File: src/rtl/lxl_cfg.svh
// constants for the link exit latency configuration block
`ifndef LXL_CFG_SVH
`define LXL_CFG_SVH
`define LXL_FIELD_W       3
`define LXL_DEEP_LSB      0
`define LXL_DEEP_MSB      2
`define LXL_STBY_LSB      3
`define LXL_STBY_MSB      5
`define LXL_STBY_DEF_CC   3'h3
`define LXL_STBY_DEF_NCC  3'h4
`define LXL_DEEP_DEF      3'h4
`define LXL_REG_W         6
`endif

File: src/rtl/lxl_pkg.sv
// types for the link exit latency configuration block
`include "lxl_cfg.svh"
`default_nettype none
package lxl_pkg;
	typedef logic [`LXL_FIELD_W-1:0] lxl_code_t;
	// standby and deep idle field writes from software or the eeprom loader
	typedef struct packed {
		logic      stby_we;
		lxl_code_t stby_data;
		logic      deep_we;
		lxl_code_t deep_data;
	} lxl_wr_s;
	// advertised link capability latencies
	typedef struct packed {
		lxl_code_t stby_exit;
		lxl_code_t deep_exit;
	} lxl_cap_s;
endpackage
`default_nettype wire

File: src/rtl/lxl_exit_latency.sv
// link power-state exit latency fields with override tracking
`include "lxl_cfg.svh"
`default_nettype none
module lxl_exit_latency
	import lxl_pkg::*;
(
	input  wire logic                   CORE_CLK,
	input  wire logic                   NRST,
	input  wire logic                   SHARED_REFCLK_BIT,
	input  wire lxl_wr_s                SW_WR,
	input  wire lxl_wr_s                EE_WR,
	output logic [`LXL_REG_W-1:0]       REG_RDATA,
	output var lxl_cap_s                LINK_CAP,
	output logic                        STBY_OVERRIDE,
	output logic                        DEEP_OVERRIDE
);
	// override flags, one per field, kept until reset
	logic      stby_flag;
	logic      deep_flag;

	// presented field values, held in flip-flops
	lxl_code_t stby_field;
	lxl_code_t deep_field;

	// merged write strobes from software and the eeprom loader
	logic      stby_we;
	logic      deep_we;

	// merged write data, software first
	lxl_code_t stby_wd;
	lxl_code_t deep_wd;

	// a write that would change the presented value
	logic      stby_take;
	logic      deep_take;

	// next values of the registered state
	logic      next_stby_flag;
	logic      next_deep_flag;
	lxl_code_t next_stby_field;
	lxl_code_t next_deep_field;

	// standby default code for a given common-clock level
	function automatic lxl_code_t stby_default(input logic shared_clk);
		lxl_code_t code;
		if (shared_clk) begin
			code = `LXL_STBY_DEF_CC;
		end else begin
			code = `LXL_STBY_DEF_NCC;
		end
		return code;
	endfunction

	// data of a write: software wins over a same-cycle eeprom load
	function automatic lxl_code_t pick_data(
		input logic      sw_we,
		input lxl_code_t sw_data,
		input lxl_code_t ee_data
	);
		lxl_code_t code;
		if (sw_we) begin
			code = sw_data;
		end else begin
			code = ee_data;
		end
		return code;
	endfunction

	// a write only counts when it differs from what is presented
	function automatic logic differs(
		input logic      we,
		input lxl_code_t wd,
		input lxl_code_t cur
	);
		logic hit;
		hit = we && (wd != cur);
		return hit;
	endfunction

	// standby write merge
	assign stby_we   = SW_WR.stby_we | EE_WR.stby_we;
	assign stby_wd   = pick_data(SW_WR.stby_we, SW_WR.stby_data, EE_WR.stby_data);
	assign stby_take = differs(stby_we, stby_wd, stby_field);

	// deep idle write merge
	assign deep_we   = SW_WR.deep_we | EE_WR.deep_we;
	assign deep_wd   = pick_data(SW_WR.deep_we, SW_WR.deep_data, EE_WR.deep_data);
	assign deep_take = differs(deep_we, deep_wd, deep_field);

	// standby next state: written value, else default while not overridden
	always_comb begin
		next_stby_flag  = stby_flag;
		next_stby_field = stby_field;
		if (stby_take) begin
			next_stby_flag  = 1'b1;
			next_stby_field = stby_wd;
		end else if (!stby_flag) begin
			next_stby_field = stby_default(SHARED_REFCLK_BIT);
		end
	end

	// deep idle next state: written value, else hold
	always_comb begin
		next_deep_flag  = deep_flag;
		next_deep_field = deep_field;
		if (deep_take) begin
			next_deep_flag  = 1'b1;
			next_deep_field = deep_wd;
		end
	end

	// standby override flag, cleared only by the fundamental reset
	always_ff @(posedge CORE_CLK or negedge NRST) begin
		if (!NRST) begin
			stby_flag <= 1'b0;
		end else begin
			stby_flag <= next_stby_flag;
		end
	end

	// standby field; reset loads the non-common-clock default, shown until the first clock after reset
	always_ff @(posedge CORE_CLK or negedge NRST) begin
		if (!NRST) begin
			stby_field <= `LXL_STBY_DEF_NCC;
		end else begin
			stby_field <= next_stby_field;
		end
	end

	// deep idle override flag
	always_ff @(posedge CORE_CLK or negedge NRST) begin
		if (!NRST) begin
			deep_flag <= 1'b0;
		end else begin
			deep_flag <= next_deep_flag;
		end
	end

	// deep idle field
	always_ff @(posedge CORE_CLK or negedge NRST) begin
		if (!NRST) begin
			deep_field <= `LXL_DEEP_DEF;
		end else begin
			deep_field <= next_deep_field;
		end
	end

	// register image, capability fields and flags, all from flops
	assign REG_RDATA     = {stby_field, deep_field};
	assign LINK_CAP      = '{stby_exit: stby_field, deep_exit: deep_field};
	assign STBY_OVERRIDE = stby_flag;
	assign DEEP_OVERRIDE = deep_flag;

	// standby default follows the common-clock level one cycle later
	stby_default_a: assert property (@(posedge CORE_CLK) disable iff (!NRST)
		NRST && !STBY_OVERRIDE && !stby_we
		|=> LINK_CAP.stby_exit == stby_default($past(SHARED_REFCLK_BIT)))
		else $error("standby default wrong");

	// override flag never drops while out of reset
	stby_sticky_a: assert property (@(posedge CORE_CLK) disable iff (!NRST)
		STBY_OVERRIDE |=> STBY_OVERRIDE)
		else $error("standby flag dropped");

	// differing software write is taken
	stby_set_a: assert property (@(posedge CORE_CLK) disable iff (!NRST)
		NRST && SW_WR.stby_we && SW_WR.stby_data != LINK_CAP.stby_exit
		|=> STBY_OVERRIDE && LINK_CAP.stby_exit == $past(SW_WR.stby_data))
		else $error("standby write not taken");

	// differing eeprom load is taken
	stby_load_a: assert property (@(posedge CORE_CLK) disable iff (!NRST)
		NRST && EE_WR.stby_we && !SW_WR.stby_we && EE_WR.stby_data != LINK_CAP.stby_exit
		|=> STBY_OVERRIDE && LINK_CAP.stby_exit == $past(EE_WR.stby_data))
		else $error("standby load not taken");

	// overridden value ignores the common-clock level
	stby_hold_a: assert property (@(posedge CORE_CLK) disable iff (!NRST)
		NRST && STBY_OVERRIDE && !stby_we |=> $stable(LINK_CAP.stby_exit))
		else $error("standby value moved");

	// a write equal to the presented value leaves the flag clear
	stby_refuse_a: assert property (@(posedge CORE_CLK) disable iff (!NRST)
		NRST && !STBY_OVERRIDE && stby_we && stby_wd == LINK_CAP.stby_exit |=> !STBY_OVERRIDE)
		else $error("equal write set flag");

	// no write, no flag
	stby_nochg_a: assert property (@(posedge CORE_CLK) disable iff (!NRST)
		NRST && !STBY_OVERRIDE && !stby_we |=> !STBY_OVERRIDE)
		else $error("flag set spuriously");

	// deep idle default while not overridden
	deep_default_a: assert property (@(posedge CORE_CLK) disable iff (!NRST)
		!DEEP_OVERRIDE |-> LINK_CAP.deep_exit == `LXL_DEEP_DEF)
		else $error("deep default wrong");

	// deep idle flag never drops while out of reset
	deep_sticky_a: assert property (@(posedge CORE_CLK) disable iff (!NRST)
		DEEP_OVERRIDE |=> DEEP_OVERRIDE)
		else $error("deep flag dropped");

	// differing eeprom load of the deep idle field is taken
	deep_set_a: assert property (@(posedge CORE_CLK) disable iff (!NRST)
		NRST && EE_WR.deep_we && !SW_WR.deep_we && EE_WR.deep_data != LINK_CAP.deep_exit
		|=> DEEP_OVERRIDE && LINK_CAP.deep_exit == $past(EE_WR.deep_data))
		else $error("deep load not taken");

	// differing software write of the deep idle field is taken
	deep_sw_a: assert property (@(posedge CORE_CLK) disable iff (!NRST)
		NRST && SW_WR.deep_we && SW_WR.deep_data != LINK_CAP.deep_exit
		|=> DEEP_OVERRIDE && LINK_CAP.deep_exit == $past(SW_WR.deep_data))
		else $error("deep write not taken");

	// deep idle value holds without writes
	deep_hold_a: assert property (@(posedge CORE_CLK) disable iff (!NRST)
		NRST && !deep_we |=> $stable(LINK_CAP.deep_exit))
		else $error("deep value moved");

	// register image carries both fields in place
	reg_image_a: assert property (@(posedge CORE_CLK) disable iff (!NRST)
		REG_RDATA[`LXL_STBY_MSB:`LXL_STBY_LSB] == LINK_CAP.stby_exit
		&& REG_RDATA[`LXL_DEEP_MSB:`LXL_DEEP_LSB] == LINK_CAP.deep_exit)
		else $error("register image mismatch");
endmodule
`default_nettype wire

File: config.mk
export PLATFORM = sky130hd
export DESIGN_NAME = lxl_exit_latency
export DESIGN_NICKNAME = d
export VERILOG_FILES = /design/src/rtl/lxl_pkg.sv /design/src/rtl/lxl_exit_latency.sv
export VERILOG_INCLUDE_DIRS = /design/src /design/src/rtl
export SDC_FILE = /design/constraint.sdc
export NUM_CORES = 1
export LEC_CHECK = 0
export ABC_CLOCK_PERIOD_IN_PS = 1800
export BUFFER_PORTS_ARGS = -buffer_cell sky130_fd_sc_hd__buf_4
export CAP_MARGIN = 20
export CORE_AREA = 2 2 42 44
export CTS_CLUSTER_DIAMETER = 50
export CTS_CLUSTER_SIZE = 30
export DETAILED_ROUTE_END_ITERATION = 6
export DIE_AREA = 0 0 44 46
export PLACE_DENSITY_LB_ADDON = 0.15
export SLEW_MARGIN = 20
export SYNTH_ARGS = -nofsm -noshare
export SYNTH_HDL_FRONTEND = slang
export SYNTH_SLANG_ARGS = --single-unit
export TNS_END_PERCENT = 30
File: constraint.sdc
create_clock -name CORE_CLK -period 1.8 [get_ports CORE_CLK]
set_input_delay 0.18 -clock CORE_CLK [delete_from_list [all_inputs] [get_ports CORE_CLK]]
set_output_delay 0.18 -clock CORE_CLK [all_outputs]
set_load 0.01 [all_outputs]
* Word-level counts from Yosys, hierarchy flattened *
Index checks and enable logic that the tools add are counted.

operators by class
  mux-type cells = 5
  reduce and logical (&&, ||, !) cells = 2
  bitwise operators = 2
  equal/unequal tests = 3

operator list
  operator            count
  $mux 3              5
  $ne 3x3->1          2
  $logic_and 1x1->1   2
  $ne 2x1->1 const B  1
  $or 1x1->1          2

word-level totals
  register bits after elaboration = 8
  input bits = 19
  logic and storage cells = 16

* Logic depth before layout (Yosys ltp) *
  depth after elaboration = 4
  gate-level depth with buffers = 5
  gate-level depth less buffers = 4

* Least setup slack after synthesis *
Ideal clock, no wire load.

  path type = reg-to-reg
  from = register stby_field[2]
  to = register stby_field[0]
  clock period less this slack = 1355 ps
  path slack = 445 ps
  arrival = 1251 ps
  stages on the path, launching flop included = 4
  library setup time = 104 ps
  path buffers = 0
  cell sequence = dfstp_2 > xnor2_1 > or3_1 > a221oi_1

on the way
  word-level cells in the longest chain between the ends = 3
  elaborated cells between the ends (all ways) = 4

RTL lines
  what                                                          line                     RTL
  from (decl)                                                   lxl_exit_latency.sv:22   lxl_code_t stby_field;
  from (signal assigned)                                        lxl_exit_latency.sv:124  stby_field <= `LXL_STBY_DEF_NCC;
  from (signal assigned)                                        lxl_exit_latency.sv:126  stby_field <= next_stby_field;
  $ne 3x3->1 (*)                                                lxl_exit_latency.sv:76   hit = we && (wd != cur);
  $logic_and 1x1->1 (*)                                         lxl_exit_latency.sv:76
  $ne 2x1->1 (no source line) / $mux 3 (equally long branches)  --

Every way passes the cells marked *; elsewhere a longest branch is shown, timed or not.
A chain may end at the register's enable or synchronous reset.

* Final worst setup path *
Same ends and word-level chain as after synthesis.

==> flow_metrics.tcl <==
set metrics [dict create \
    power_frac_comb_pct 44.2 \
    postCtsSetupBuffers 0 \
    grt_pass1_vias 628 \
    fin_setup_tns_ns 0 \
    fin_nets 121 \
    end_kind "flip-flop" \
    slew_violations 0 \
    hold_class "input pin to flip-flop" \
    cts_buffers 3 \
    fin_crit_sh_pct 79.0 \
    die_area_mm2 0.00202 \
    ir_worst_vdd_mv 0.706 \
    cts_sinks 8 \
    hpwl_mm 1.22 \
    power.switching_w 0.000243 \
    core_mm2 0.00161 \
    path_class "flip-flop to flip-flop" \
    netlist.area_leader.share_pct 23.0 \
    synth.ff_latch_count 8 \
    start_kind "flip-flop" \
    gr-usage-all-layers_pct 17.4 \
    clk_path_buf_depth 2 \
    overflow 0 \
    timing.final.crit_period_ns 1.42 \
    synth_cell_types 28 \
    tritoncts "built" \
    die_x_um 44 \
    antenna_left 0 \
    grt_max_degree 11 \
    synth-seq-area-share_pct 31.0 \
    async_reset_ff_share_pct 100 \
    post_cts_resized 0 \
    detail_route.iter0.violations 6 \
    setup_violations 0 \
    rsz0062_at_grt "no" \
    yosysMostFrequentCell "mux2i_1" \
    outcome "finished clean" \
    p_clk_share_pct 19.0 \
    fmax_mhz 703 \
    clockRootBuffer "clkbuf_4" \
    p_leak_nw 0.396 \
    synth_fa_ha_area_share_pct 0 \
    wl_mm 1.52 \
    arrival_ns 1.57 \
    synth_edf_count 0 \
    wire_per_inst_um 13.0 \
    std_cell_rows 15 \
    p_per_area_mw_per_mm2 787 \
    hold_depth 3 \
    io_pins 33 \
    tightest_slew_ns 0.422 \
    synthXorXnorAreaFrac_pct 8.05 \
    seq_power_share_pct 36.8 \
    grt_pass1_wl_mm 2.57 \
    netlist_instances 72 \
    area_growth_pct 35.8 \
    synth_compound_area_share_pct 21.1 \
    worstPathRequired_ns 1.95 \
    synth_nets 91 \
    yosys-top-cells-count "8 x mux2i_1, 6 x buf_4, 6 x dfrtp_1, 5 x o21ai_0, 5 x xnor2_1" \
    yosysTopAreaCell "dfrtp_1" \
    synth_area_um2 653 \
    stdcell_count 117 \
    dp.cells 113 \
    n_fill_cell 150 \
    synth_top_family_by_area "compound AO/OA/AOI/OAI gates" \
    max-cap-violations 0 \
    htreeDepth 1 \
    fin_skew_ns 0.00117 \
    initial_core_util_pct 40.5 \
    synth-simple-area-share_pct 15.5 \
    p_int_w 0.000455 \
    yosys-top-cells-area "dfrtp_1 23%, mux2i_1 12%, dfstp_2 8.0%" \
    die_h_um 46 \
    vias 626 \
    antenna_found_initial 0 \
    max-slew-margin-rel_pct 71.7 \
    first_pass_iters 4 \
    hold_buffers 1 \
    hold_viol_final 0 \
    worst-path-max-fanout 7 \
    drive_above_1_share_pct 40.0 \
    routed_via_density 5.35 \
    synth.area.mux_share_pct 14.6 \
    ys_warn_count 0 \
    synth_ff_type "dfrtp_1" \
    gp_congestion 0.856 \
    diodes 0 \
    clock_latency_ns 0.25 \
    place.port_buffers 32 \
    clkTransAtPathRegs_ns 0.05 \
    reg2regPathDepth 3 \
    swShare_pct 34.9 \
    post-route-drc-count 0 \
    syn_avg_cell_area_um2 9.07 \
]
-- kinds of logic (layout without fill, tap and decap cells) --
group | Yosys count | after routing
AOI/OAI and AO/OA | 21 | 21
xor gates and xnor gates | 6 | 6
buffers and inverters | 9 | 37
DFF | 8 | 8
muxes | 9 | 9
and+or+nand+nor | 19 | 19
-- registers in the layout, summed over array words and instances (netlist names) --
signal	flops
DEEP_OVERRIDE	1
STBY_OVERRIDE	1
deep_field	3
stby_field	3
-- area by class of cell --
| class | instances | area, um2 | area share (%) |
|---|---|---|---|
| Clock buffer | 3 | 22.5 | 2.54 |
| Sequential cell | 8 | 203 | 22.8 |
| Timing Repair Buffer | 33 | 250 | 28.2 |
| Tap cell | 17 | 21.3 | 2.40 |
| Inverter | 1 | 3.75 | 0.423 |
| Multi-Input combinational cell | 55 | 387 | 43.6 |
-- worst max-delay path, stage by stage, from the launching register on --
cell	delay, ns
dfstp_2	0.59
xnor2_1	0.16
or3_1	0.33
a221oi_1	0.25
-- through the flow --
step	utilization (%)	total power (W)	hold slack [ns]	instance area (um2)	setup WS [ns]
after floorplan	-	0.000453	-0.116	653	0.445
after global placement	52.9	0.000562	0.00218	855	0.383
after detailed placement	52.9	0.000568	0.00222	855	0.337
after CTS	55.0	0.000708	0.142	887	0.365
after global routing	55.0	0.000753	0.165	887	0.263
final	55.0	0.000698	0.144	887	0.377
-- cells in the final DEF (no fill, tap or decap), types with 2 or more instances in the layout --
cell,netlist,routed
a21oi_1,4,4
a31oi_1,2,2
buf_4,6,32
clkbuf_4,0,3
dfrtp_1,6,6
dfstp_2,2,2
mux2i_1,8,8
nand2_1,3,3
nand2b_1,3,3
nor2_1,4,4
o21ai_0,5,5
o221ai_1,2,2
o22ai_1,2,2
o32ai_1,2,2
or2_2,2,2
or3_1,4,4
xnor2_1,5,5
-- power groups by stage --
stage	combinational, W	sequential [W]	clock (W)
after floorplan	0.000189	0.000264	0
after global placement	0.000303	0.000259	0
after detailed placement	0.000307	0.000261	0
after CTS	0.000310	0.000259	0.000139
after global routing	0.000336	0.000265	0.000152
final	0.000309	0.000257	0.000132
-- per-layer routing --
metal | track usage [%] | vias up | part of all wire [%]
met4 | 4.24 | 0 | 0.46
met2 | 29.4 | 17 | 48
met5 | 0 | - | 0
met3 | 7.14 | 2 | 5.3
met1 | 20.4 | 288 | 47
li1 | - | 319 | -
-- final timing paths --
path                               startpoint             to  slack (ns)
max in group asynchronous                NRST  stby_field[2]        1.31
min in group asynchronous                NRST  deep_field[1]        0.28
worst max-delay path            stby_field[2]  stby_field[0]        0.38
worst max register to register  stby_field[2]  stby_field[0]        0.38
worst min register to register  DEEP_OVERRIDE  DEEP_OVERRIDE        0.46
worst min-delay path                 SW_WR[1]  deep_field[1]        0.14
Power figures use the tool's default switching activity.
